### src/inc/bspl_pkg.sv
// Purpose: shared constants and types for the banked stack pointer and limit register slice
// Assumes: 32-bit core, core register numbering 0..15 plus special register selectors
// Notes: special register selector codes are local to this slice
package bspl_pkg;
  localparam int unsigned DATA_W = 32;
  localparam int unsigned GPR_COUNT = 13;
  localparam int unsigned LIMIT_LSB = 3;
  localparam logic [31:0] LIMIT_RESET = 32'h0000_0000;
  localparam logic [31:0] STATUS_RESET = 32'h0000_0000;
  localparam logic [31:0] LINK_RESET_NOSEC = 32'hFFFF_FFFF;
  localparam int unsigned THUMB_BIT = 24;
  localparam int unsigned EXC_NUM_W = 9;
  localparam logic [31:0] APP_FLAGS_MASK = 32'hF80F_0000;
  localparam logic [31:0] EXEC_STATE_MASK = 32'h0700_FC00;
  localparam logic [31:0] EXC_NUM_MASK = 32'h0000_01FF;
  localparam logic [31:0] PUSH_STEP = 32'h0000_0004;

  // register selectors on the access port
  typedef enum logic [4:0] {
    BSPL_SEL_GPR0 = 5'h00,
    BSPL_SEL_SP = 5'h0D,
    BSPL_SEL_LINK = 5'h0E,
    BSPL_SEL_PC = 5'h0F,
    BSPL_SEL_STATUS = 5'h10,
    BSPL_SEL_SECURE_MAIN_STACK_POINTER = 5'h11,
    BSPL_SEL_SECURE_PROCESS_STACK_POINTER = 5'h12,
    BSPL_SEL_NONSECURE_MAIN_STACK_POINTER = 5'h13,
    BSPL_SEL_NONSECURE_PROCESS_STACK_POINTER = 5'h14,
    BSPL_SEL_MLIM_S = 5'h15,
    BSPL_SEL_PLIM_S = 5'h16,
    BSPL_SEL_MLIM_NS = 5'h17,
    BSPL_SEL_PLIM_NS = 5'h18
  } bspl_sel_t;

  // index of the four banked stacks: {nonsecure, process}
  localparam logic [1:0] STK_MAIN_S = 2'h0;
  localparam logic [1:0] STK_PROC_S = 2'h1;
  localparam logic [1:0] STK_MAIN_NS = 2'h2;
  localparam logic [1:0] STK_PROC_NS = 2'h3;

  typedef enum logic [1:0] {
    BSPL_RST_IDLE,
    BSPL_RST_RUN
  } bspl_rst_state_t;
endpackage : bspl_pkg

### src/logic/bspl_limit_check.sv
// Purpose: compare a candidate stack pointer against an 8-byte aligned lower limit
// Assumes: limit low bits already cleared or ignored here
// Notes: purely combinational
`timescale 1ns/1ps
`default_nettype none
module bspl_limit_check #(
  parameter int unsigned W = 32,
  parameter int unsigned LSB = 3
) (
  // candidate and limit
  input wire logic [W-1:0] i_candidate,
  input wire logic [W-1:0] i_limit,
  // verdict
  output logic o_below
);
  logic [W-1:0] aligned_limit;
  always_comb begin
    aligned_limit = {i_limit[W-1:LSB], {LSB{1'b0}}};
    o_below = (i_candidate < aligned_limit);
  end
endmodule : bspl_limit_check
`default_nettype wire

### src/logic/bspl_regs.sv
// Purpose: general-purpose registers, banked stack pointers and banked stack limits of the core
// Assumes: pipeline issues at most one write, one push/sp update per cycle
// Notes: read port is combinational-free; read data is registered one cycle after the request
`timescale 1ns/1ps
`default_nettype none
// Overview of operation
// - thirteen 32-bit data registers, no reset value, open to either privilege
// - push decrements active pointer first, so it addresses the last item
// - four stack pointers; security state picks the usable pair
// - thread mode: stack-select set picks process stack, clear main; main after reset
// - handler mode always uses the main pointer of the current state
// - flag an exception when an update goes below the stack limit
// - without security extension only main and process limits exist
// - with security extension four banked limit registers exist
// - limit holds bits 31..3; bits 2..0 read zero
// - reset loads status bit 24 from reset vector bit 0, others clear
// - reset loads main pointer and program counter from fetched vector values
// - unprivileged may reach data, pointers, link, pc, app flags only; code refuses only the limits, status reads show the exception number
// - execution state field read-only; writes ignored, application reads zero
module bspl_regs #(
  parameter bit SECURE_EXT = 1'b1
) (
  // clock and reset
  input wire logic i_clk,
  input wire logic i_reset_n,
  input wire logic i_clk_en,
  // reset vector values from the reset sequence
  input wire logic i_vec_load,
  input wire logic [31:0] i_vec_sp,
  input wire logic [31:0] i_vec_pc,
  // execution context
  input wire logic i_handler_mode,
  input wire logic i_secure,
  input wire logic i_privileged,
  input wire logic i_stack_select_bit_s,
  input wire logic i_stack_select_bit_ns,
  // register access port
  input wire logic i_wr_en,
  input wire logic [4:0] i_wr_sel,
  input wire logic [31:0] i_wr_data,
  input wire logic i_rd_en,
  input wire logic [4:0] i_rd_sel,
  // active stack pointer update
  input wire logic i_sp_upd,
  input wire logic [31:0] i_sp_value,
  input wire logic i_push,
  // program counter and status updates
  input wire logic i_pc_upd,
  input wire logic [31:0] i_pc_value,
  input wire logic [bspl_pkg::EXC_NUM_W-1:0] i_exc_num,
  // outputs
  output logic [31:0] o_rd_data,
  output logic o_rd_denied,
  output logic o_wr_denied,
  output logic [31:0] o_active_sp,
  output logic [31:0] o_push_addr,
  output logic o_limit_violation,
  output logic [31:0] o_program_counter,
  output logic [31:0] o_combined_status_word
);
  import bspl_pkg::*;

  logic [31:0] gpr_reg [GPR_COUNT];
  logic [31:0] sp_reg [4];
  logic [31:0] lim_reg [4];
  logic [31:0] link_register_reg;
  logic [31:0] program_counter_reg;
  logic [31:0] status_reg;
  logic [1:0] act_idx;
  logic [31:0] cand;
  logic below;
  logic wr_ok;
  logic sp_move;

  // privileged-only selectors: the four stack limit registers
  function automatic logic needs_priv(input logic [4:0] sel);
    needs_priv = (sel >= BSPL_SEL_MLIM_S) && (sel <= BSPL_SEL_PLIM_NS);
  endfunction : needs_priv

  // a selector naming a bank that does not exist without the extension
  function automatic logic sel_absent(input logic [4:0] sel);
    sel_absent = !SECURE_EXT && (sel == BSPL_SEL_NONSECURE_MAIN_STACK_POINTER || sel == BSPL_SEL_NONSECURE_PROCESS_STACK_POINTER ||
                 sel == BSPL_SEL_MLIM_NS || sel == BSPL_SEL_PLIM_NS);
  endfunction : sel_absent

  always_comb begin
    // without the extension everything lives in the secure-numbered bank
    act_idx[1] = SECURE_EXT && !i_secure;
    if (i_handler_mode) begin
      act_idx[0] = 1'b0;
    end else begin
      act_idx[0] = act_idx[1] ? i_stack_select_bit_ns : i_stack_select_bit_s;
    end
    cand = i_push ? (sp_reg[act_idx] - PUSH_STEP) : i_sp_value;
    sp_move = i_sp_upd || i_push;
    wr_ok = i_wr_en && (i_privileged || !needs_priv(i_wr_sel)) && !sel_absent(i_wr_sel);
  end

  bspl_limit_check #(
    .W(DATA_W),
    .LSB(LIMIT_LSB)
  ) u_check (
    .i_candidate(cand),
    .i_limit(lim_reg[act_idx]),
    .o_below(below)
  );

  // data registers keep no reset value
  always_ff @(posedge i_clk) begin
    if (i_clk_en && wr_ok && i_wr_sel < 5'(GPR_COUNT)) begin
      gpr_reg[i_wr_sel[3:0]] <= i_wr_data;
    end
  end

  // banked stack pointers; process pointers keep no defined reset value
  always_ff @(posedge i_clk) begin
    if (i_clk_en) begin
      if (i_vec_load) begin
        // bank 0 is the main stack in both configurations
        sp_reg[STK_MAIN_S] <= i_vec_sp;
      end else if (sp_move && !below) begin
        sp_reg[act_idx] <= cand;
      end else if (wr_ok) begin
        case (i_wr_sel)
          BSPL_SEL_SP: sp_reg[act_idx] <= i_wr_data;
          BSPL_SEL_SECURE_MAIN_STACK_POINTER: sp_reg[STK_MAIN_S] <= i_wr_data;
          BSPL_SEL_SECURE_PROCESS_STACK_POINTER: sp_reg[STK_PROC_S] <= i_wr_data;
          BSPL_SEL_NONSECURE_MAIN_STACK_POINTER: sp_reg[STK_MAIN_NS] <= i_wr_data;
          BSPL_SEL_NONSECURE_PROCESS_STACK_POINTER: sp_reg[STK_PROC_NS] <= i_wr_data;
          default: ;
        endcase
      end
    end
  end

  // banked limits, low bits forced to zero on write
  generate
    for (genvar k = 0; k < 4; k++) begin : g_lim
      always_ff @(posedge i_clk) begin
        if (!i_reset_n) begin
          lim_reg[k] <= LIMIT_RESET;
        end else if (i_clk_en && wr_ok && i_wr_sel == 5'(BSPL_SEL_MLIM_S) + 5'(k)) begin
          lim_reg[k] <= {i_wr_data[31:LIMIT_LSB], {LIMIT_LSB{1'b0}}};
        end
      end
    end
  endgenerate

  always_ff @(posedge i_clk) begin
    if (!i_reset_n) begin
      link_register_reg <= SECURE_EXT ? STATUS_RESET : LINK_RESET_NOSEC;
    end else if (i_clk_en && wr_ok && i_wr_sel == BSPL_SEL_LINK) begin
      link_register_reg <= i_wr_data;
    end
  end

  always_ff @(posedge i_clk) begin
    if (!i_reset_n) begin
      program_counter_reg <= STATUS_RESET;
    end else if (i_clk_en) begin
      if (i_vec_load) begin
        program_counter_reg <= i_vec_pc;
      end else if (i_pc_upd) begin
        program_counter_reg <= i_pc_value;
      end else if (wr_ok && i_wr_sel == BSPL_SEL_PC) begin
        program_counter_reg <= i_wr_data;
      end
    end
  end

  // status: only application flags are writable; exception number follows the pipeline
  always_ff @(posedge i_clk) begin
    if (!i_reset_n) begin
      status_reg <= STATUS_RESET;
    end else if (i_clk_en) begin
      if (i_vec_load) begin
        status_reg <= STATUS_RESET;
        status_reg[THUMB_BIT] <= i_vec_pc[0];
      end else begin
        status_reg[EXC_NUM_W-1:0] <= i_exc_num;
        if (wr_ok && i_wr_sel == BSPL_SEL_STATUS) begin
          // old exception number cleared first, else the two numbers would merge
          status_reg <= (status_reg & ~APP_FLAGS_MASK & ~EXC_NUM_MASK) | (i_wr_data & APP_FLAGS_MASK) |
                        {23'h000000, i_exc_num};
        end
      end
    end
  end

  // registered read port
  always_ff @(posedge i_clk) begin
    if (!i_reset_n) begin
      o_rd_data <= 32'h0000_0000;
      o_rd_denied <= 1'b0;
    end else if (i_clk_en) begin
      o_rd_denied <= i_rd_en && ((!i_privileged && needs_priv(i_rd_sel)) || sel_absent(i_rd_sel));
      if (!i_rd_en || (!i_privileged && needs_priv(i_rd_sel)) || sel_absent(i_rd_sel)) begin
        o_rd_data <= 32'h0000_0000;
      end else if (i_rd_sel < 5'(GPR_COUNT)) begin
        o_rd_data <= gpr_reg[i_rd_sel[3:0]];
      end else begin
        case (i_rd_sel)
          BSPL_SEL_SP: o_rd_data <= sp_reg[act_idx];
          BSPL_SEL_LINK: o_rd_data <= link_register_reg;
          BSPL_SEL_PC: o_rd_data <= program_counter_reg;
          BSPL_SEL_STATUS: o_rd_data <= status_reg & ~EXEC_STATE_MASK &
                                        ~(32'h1 << THUMB_BIT);
          BSPL_SEL_SECURE_MAIN_STACK_POINTER: o_rd_data <= sp_reg[STK_MAIN_S];
          BSPL_SEL_SECURE_PROCESS_STACK_POINTER: o_rd_data <= sp_reg[STK_PROC_S];
          BSPL_SEL_NONSECURE_MAIN_STACK_POINTER: o_rd_data <= sp_reg[STK_MAIN_NS];
          BSPL_SEL_NONSECURE_PROCESS_STACK_POINTER: o_rd_data <= sp_reg[STK_PROC_NS];
          BSPL_SEL_MLIM_S: o_rd_data <= lim_reg[STK_MAIN_S];
          BSPL_SEL_PLIM_S: o_rd_data <= lim_reg[STK_PROC_S];
          BSPL_SEL_MLIM_NS: o_rd_data <= lim_reg[STK_MAIN_NS];
          BSPL_SEL_PLIM_NS: o_rd_data <= lim_reg[STK_PROC_NS];
          default: o_rd_data <= 32'h0000_0000;
        endcase
      end
    end
  end

  always_ff @(posedge i_clk) begin
    if (!i_reset_n) begin
      o_wr_denied <= 1'b0;
      o_limit_violation <= 1'b0;
      o_active_sp <= 32'h0000_0000;
      o_push_addr <= 32'h0000_0000;
      o_program_counter <= 32'h0000_0000;
      o_combined_status_word <= STATUS_RESET;
    end else if (i_clk_en) begin
      o_wr_denied <= i_wr_en && !wr_ok;
      o_limit_violation <= sp_move && !i_vec_load && below;
      o_active_sp <= sp_reg[act_idx];
      o_push_addr <= cand;
      o_program_counter <= program_counter_reg;
      o_combined_status_word <= status_reg;
    end
  end
endmodule : bspl_regs
`default_nettype wire

### config.mk
export PLATFORM = sky130hd
export DESIGN_NAME = bspl_regs
export DESIGN_NICKNAME = d
export VERILOG_FILES = /design/src/inc/bspl_pkg.sv /design/src/logic/bspl_limit_check.sv /design/src/logic/bspl_regs.sv
export SDC_FILE = /design/constraint.sdc
export NUM_CORES = 2
export LEC_CHECK = 0
export BUFFER_PORTS_ARGS = -buffer_cell sky130_fd_sc_hd__buf_2
export CAP_MARGIN = 20
export CORE_MARGIN = 1
export CORE_UTILIZATION = 26
export CTS_CLUSTER_DIAMETER = 100
export DETAILED_ROUTE_END_ITERATION = 8
export GPL_ROUTABILITY_DRIVEN = 0
export PLACE_DENSITY_LB_ADDON = 0.15
export SLEW_MARGIN = 5
export SYNTH_ARGS = -nofsm -noshare
export SYNTH_HDL_FRONTEND = slang
export SYNTH_HIERARCHICAL = 1
export SYNTH_SLANG_ARGS = --single-unit
### constraint.sdc
create_clock -name i_clk -period 10.2 [get_ports i_clk]
set_input_delay 2.04 -clock i_clk [delete_from_list [all_inputs] [get_ports i_clk]]
set_output_delay 2.04 -clock i_clk [all_outputs]
set_load 0.02 [all_outputs]
**Word-level counts from Yosys, hierarchy flattened**

Memories as Yosys holds them, arrays and structs flattened.
Index checks and enable logic that the tools add are counted.

- Magnitude comparators: 7
- Muxes and demuxes: 81
- Add/sub/neg operators: 1
- Eq/ne operators: 24
- Reduce and logical (&&, ||, !) cells: 36
- Bitwise operators: 8

Operator list:

| operator | count |
|---|---|
| $mux W32 | 14 |
| $pmux W32 S12 | 1 |
| $reduce_or A32 Y1 | 4 |
| $mux W29 | 4 |
| $eq A5 B5 Y1 const B | 18 |
| $mux W1 | 58 |
| $lt A32 B32 Y1 | 1 |
| $or A27 B32 Y32 | 1 |
| $or A32 B9 Y32 | 1 |
| $sub A32 B3 Y32 const B | 1 |
| $eq A5 B4 Y1 const B | 6 |
| $logic_and A1 B1 Y1 | 18 |
| $ge A5 B5 Y1 const B | 2 |
| $le A5 B5 Y1 const B | 2 |
| $lt A5 B4 Y1 const B | 2 |
| $mux W2 | 4 |
| $logic_not A1 Y1 | 7 |
| $or A1 B1 Y1 | 6 |
| $reduce_and A2 Y1 | 2 |
| $logic_or A1 B1 Y1 | 3 |
| $reduce_bool A3 Y1 | 1 |
| $reduce_bool A2 Y1 | 1 |

- Memories: 3
- Flip-flop bits (word level): 259
- Bits in writable memories: 660
- Input port bits: 193
- Logic and storage cells: 172
- Output and inout port bits: 163

Memory list:

| name | depth | bits a word | rd ports | clocked after Yosys merged registers in | wr ports | line | source |
|---|---|---|---|---|---|---|---|
| gpr_reg | 13 | 32 | 1 | 0 | 1 | bspl_regs.sv:63 | `logic [31:0] gpr_reg [GPR_COUNT];` |
| sp_reg | 4 | 32 | 5 | 0 | 1 | bspl_regs.sv:64 | `logic [31:0] sp_reg [4];` |
| lim_reg | 4 | 29 | 5 | 0 | 4 | bspl_regs.sv:65 | `logic [31:0] lim_reg [4];` |

**Logic depth before layout (Yosys ltp)**

An unclocked memory read counts as a cell.

- Depth in word-level cells: 18
- Depth in mapped cells: 31
- Depth with buffers taken out: 25

**Modules after synthesis**

Netlist, hierarchy kept.

Modules (own cells, without submodules):

| module | instances | area an instance (um2) | sequential area each (um2) | cells each |
|---|---|---|---|---|
| bspl_regs | 1 | 40067.2 | 24483.5 | 3200 |
| bspl_limit_check | 1 | 693.2 | 0.0 | 99 |

**Worst setup path after synthesis**

No wires, ideal clock.

- Path kind: in2reg
- From: input i_secure
- To: memory sp_reg[3][0], enable pin
- Slack: 0.675 ns
- Path buffers: 7
- Data required time: 9.730 ns
- Arrival time: 9.055 ns
- Setup time: 0.470 ns
- Cell stages on the path: 26
- Path through: buf_2 > buf_2 > buf_2 > buf_2 > buf_2 > buf_2 > buf_2 > and3_1 > a31oi_1 > inv_1 > ha_1 > o21ai_1 > nor3_1 > a21oi_1 > a211oi_1 > inv_1 > ha_1 > a21o_1 > a21o_1 > a21oi_1 > o211ai_1 > a31oi_1 > o21bai_1 > o2111ai_1 > o31ai_1 > a21boi_0

- Word-level cells in the longest chain between the ends: 18
- Elaborated cells on any way between the ends: 48
- Classes of those cells: add/sub (1); order compare (1); mux (35); bitwise (2); reduce/logical (7); memory (2)

RTL lines:

| what | line | source |
|---|---|---|
| from (decl) | bspl_regs.sv:33 | `input wire logic i_secure,` |
| $mux W1 | bspl_regs.sv:92 | `act_idx[0] = act_idx[1] ? i_stack_select_bit_ns : i_stack_select_bit_s;` |
| $mux W1 | bspl_regs.sv:89 | `if (i_handler_mode) begin` |
| $mem_v2 Z4 W32 (*) | - |  |
| $sub A32 B3 Y32 (*) | bspl_regs.sv:94 | `cand = i_push ? (sp_reg[act_idx] - PUSH_STEP) : i_sp_value;` |
| $mux W32 (*) | bspl_regs.sv:94 |  |
| via cand[24] | bspl_regs.sv:70 | `logic [31:0] cand;` |
| $lt A32 B32 Y1 (*) | bspl_limit_check.sv:19 | `o_below = (i_candidate < aligned_limit);` |
| via below | bspl_regs.sv:71 | `logic below;` |
| $logic_not A1 Y1 (*) | bspl_regs.sv:121 | `end else if (sp_move && !below) begin` |
| $logic_and A1 B1 Y1 (*) | bspl_regs.sv:121 |  |
| $mux W1 | bspl_regs.sv:121 |  |
| $mux W1 | bspl_regs.sv:118 | `if (i_vec_load) begin` |
| $mux W1 | bspl_regs.sv:117 | `if (i_clk_en) begin` |
| $mux W1 (on tied branches) | bspl_regs.sv:122, bspl_regs.sv:125 |  |
| $or A1 B1 Y1 (no source line) | - |  |
| $reduce_or A32 Y1 (no source line) | - |  |
| $mux W2 (no source line) or $mux W1 (tied branches) (4 in series) | - |  |
| to (decl) | bspl_regs.sv:64 |  |

Mark *: on every way through the listed nets, which the timed path passes. The rest lies on a longest branch.

**Worst setup path in the final report**

- From: input i_handler_mode
- To: memory sp_reg[2][28] (data pin)

- Word-level cells in the longest chain between the ends: 17
- Elaborated cells on any way between the ends: 43
- Classes of those cells: add/sub (1); order compare (1); mux (32); bitwise (1); reduce/logical (6); memory (2)

RTL lines:

| what | line | source |
|---|---|---|
| from (decl) | bspl_regs.sv:32 | `input wire logic i_handler_mode,` |
| $mux W1 (*) | bspl_regs.sv:89 |  |
| $mem_v2 Z4 W32 (*) | - |  |
| $sub A32 B3 Y32 (*) | bspl_regs.sv:94 |  |
| $mux W32 (*) | bspl_regs.sv:94 |  |
| via cand[25] | bspl_regs.sv:70 |  |
| $lt A32 B32 Y1 (*) | bspl_limit_check.sv:19 |  |
| via below | bspl_regs.sv:71 |  |
| $logic_not A1 Y1 (*) | bspl_regs.sv:121 |  |
| $logic_and A1 B1 Y1 (*) | bspl_regs.sv:121 |  |
| $mux W1 | bspl_regs.sv:121 |  |
| $mux W1 | bspl_regs.sv:118 |  |
| $mux W1 | bspl_regs.sv:117 |  |
| $mux W1 (on tied branches) | bspl_regs.sv:122, bspl_regs.sv:125 |  |
| $or A1 B1 Y1 (no source line) | - |  |
| $reduce_or A32 Y1 (no source line) | - |  |
| $mux W32 (no source line) (3 in series) | - |  |
| $mux W32 (no source line) (*) | - |  |

Marks and branches as above.

==> metrics.md <==
| Metric | Value |
|---|---|
| Final wirelength | between 150 and 200 mm |
| Largest stage delay, worst path | approximately 650 ps |
| Clock buffer depth | 3 |
| Synthesized instance count | roughly 3300 |
| Synth warn | 6 |
| CTS Sinks | 893 |
| Post-CTS sizing | 0 |
| Worst Tran Pin Value | 1198 ps |
| PD cells | 179.0 nW/um^2 |
| Worst-skew pair later-pin latency | 740 ps |
| Avg WL per Cell | about 30 microns |
| Rows | approximately 140 |
| Fill cells | between 15000 and 20000 |
| Setup TNS | 0 ps |
| Critical path peak fanout | 18 |
| Mean area per synthesized cell | roughly 12 sq um |
| Hold buffers post-CTS | 0 |
| Starting Density | 26.33% |
| Clk root buf | clkbuf_16 |
| Die X | 397.9 microns |
| Num CTS Buffers | a little over 100 |
| RSZ-0062 raised after global routing | false |
| Slew margin rel. | between 15 and 20% |
| Largest net degree at the start of global routing | a little under 100 |
| Hold WC Path Type | reg -> reg |
| Delay-heaviest family, CP | compound AO/OA/AOI/OAI gates |
| Setup CP Type | in -> reg |
| Post-Syn Area | roughly 41000 sq um |
| # port buffers | 342 |
| Setup-failing EPs final | 0 |
| CP Data Required Time | between 10000 and 15000 ps |
| Final hold violations | 0 |
| Post-CTS setup buffers | 0 |
| Max Fclk | 114.8 MHz |
| Antenna-violating nets left | 0 |
| Vias in the first global route | 28260 |
| Full die area | 158300 sq um |
| Final Max Tran Viols | 0 |
| Hold Slack | around 460 ps |
| Worst Path Buf+Inv | 1 |
| Synthesis-to-layout area growth | 18.98% |
| Worst Skew | roughly 21 ps |
| DRC Markers | 0 |
| Initial DRC Count | between 3000 and 4000 |
| Clock-pin slew on the worst setup and hold paths | about 60 ps |
| Total Nets Final | ~3800 |
| Crit path max-delay cell type | or4_1 |
| Share of layout cells above drive strength 1 | a little under a quarter |
| Io pins | around 360 |
| Initial antenna violation count | 21 |
| Crit-path cells | buf_2 > nand2b_1 > or3_1 > o31ai_1 > o21a_4 > nand3_2 > or4_1 > a31oi_2 > ha_1 > a21o_1 > a21o_1 > a21oi_1 > o211ai_1 > a31oi_1 > o21bai_1 > o2111ai_4 > and3_1 > a21oi_1 > o21a_1 > o21ai_0 > or3_1 > mux2_2 |
| Startpoint Class | primary input |
| Critical path arrival | around 9200 ps |
| Pre-Repair DR Iteration Count | 6 |
| GRT Total Usage | a little over a fifth |
| Crit share post-route | 85.44% |
| Hpwl dp | approximately 120 mm |
| CTS tree | built |
| Vias | approximately 30000 |
| MaxCap Viol Count | 0 |
| H-Tree Depth | 3 |
| Crit path capture type | flip-flop |
| VDD IR-drop max | around 0.14 mV |
| Max FFs per register | approximately 420 |
| Static leakage | 17.50 nW |
| First-pass GRT wire length | 233.6 mm |
| Die H | about 400 microns |
| Outcome | complete, no violations |
| Grt ovf | 0 |
| Total core area | 154800 sq um |
| Min Tclk post-route | a little under 9000 ps |
| Via-to-Cell Ratio | between 5 and 6 |
-- worst reg2reg max path, delay by kind of cell (launching register included) --
family / cells / cell delay (ps)
AO/OA/AOI/OAI: 13 / 3310
multiplexers: 1 / 340
flip-flops: 1 / 470
AND/OR/NAND/NOR: 5 / 2390
adder cells (fa/ha/maj): 1 / 330
-- per-layer routing --
metal | track usage (%) | wire, microns
met5 | 0 | 88
met4 | 3.880 | 2536
met3 | 4.459 | 14200
met2 | 30.75 | 73200
met1 | 31.48 | 79990
-- metrics by stage --
step / util [%] / setup slack, ps / instance area, sq um / std cells / power [mW]
2_1_floorplan: - / 675.2 / 40800 / 3309 / 4.616
3_3_place_gp: 29.16 / 986.0 / 45120 / 5535 / 5.045
3_5_place_dp: 29.16 / 844.5 / 45120 / 5535 / 5.046
4_1_cts: 31.32 / 1640 / 48480 / 5727 / 8.765
5_1_grt: 31.32 / 1172 / 48480 / 5727 / 8.965
6_report: 31.33 / 1485 / 48490 / 5731 / 8.681
-- worst paths after layout --
check                        startpoint               endpoint  slack [ps]  depth (start not counted)
hold / removal    link_register_reg[13]  link_register_reg[13]         460                          2
hold reg to reg   link_register_reg[13]  link_register_reg[13]         460                          2
setup reg to reg          sp_reg[1][11]          sp_reg[2][28]        3090                         20
setup / recovery         i_handler_mode          sp_reg[2][28]        1490                         22
-- where the power goes --
group          leakage (nW)  switching [mW]  internal [mW]  total (mW)
clock network          1.64            1.59           2.11        3.71
registers              7.91          0.0774           4.00        4.07
logic                  7.95           0.609          0.293       0.902
total                  17.5            2.28           6.40        8.68
-- cell usage in the layout (no fill, tap or decap), types with 9 or more instances in the layout --
cell type / count
edfxtp_1: 660
buf_2: 338
nor2_1: 293
nand2_1: 275
dfxtp_1: 233
a21oi_1: 206
mux2i_1: 206
a22oi_1: 143
mux4_2: 128
and2_1: 123
buf_4: 118
clkbuf_16: 108
o21ai_0: 100
o221ai_1: 63
inv_1: 56
nor3_1: 42
nand3_1: 42
nand4_1: 41
clkbuf_1: 39
ha_1: 29
a31oi_1: 28
a211oi_1: 24
o31ai_1: 24
mux2_2: 21
o21ai_1: 17
nor2_4: 17
a222oi_1: 17
nor2b_1: 15
clkbuf_8: 14
clkinv_2: 14
and3_1: 13
a21o_1: 13
conb_1: 13
nand2b_1: 12
a31o_2: 9
or2_2: 9
nor2_2: 9
o22ai_1: 9
-- cell type report --
| class | instances | area, sq um | area share (%) |
|---|---|---|---|
| flip-flops and latches | 893 | 24480 | 50.49 |
| inverters | 62 | 240.2 | 0.4954 |
| well taps | 2044 | 2557 | 5.274 |
| clock inverters | 30 | 305.3 | 0.6296 |
| multi-input cells | 2075 | 15180 | 31.31 |
| clock buffers | 162 | 3049 | 6.288 |
| diodes | 4 | 10.01 | 0.02064 |
| repair buffers | 461 | 2660 | 5.486 |
Power figures use the tool's default switching activity.
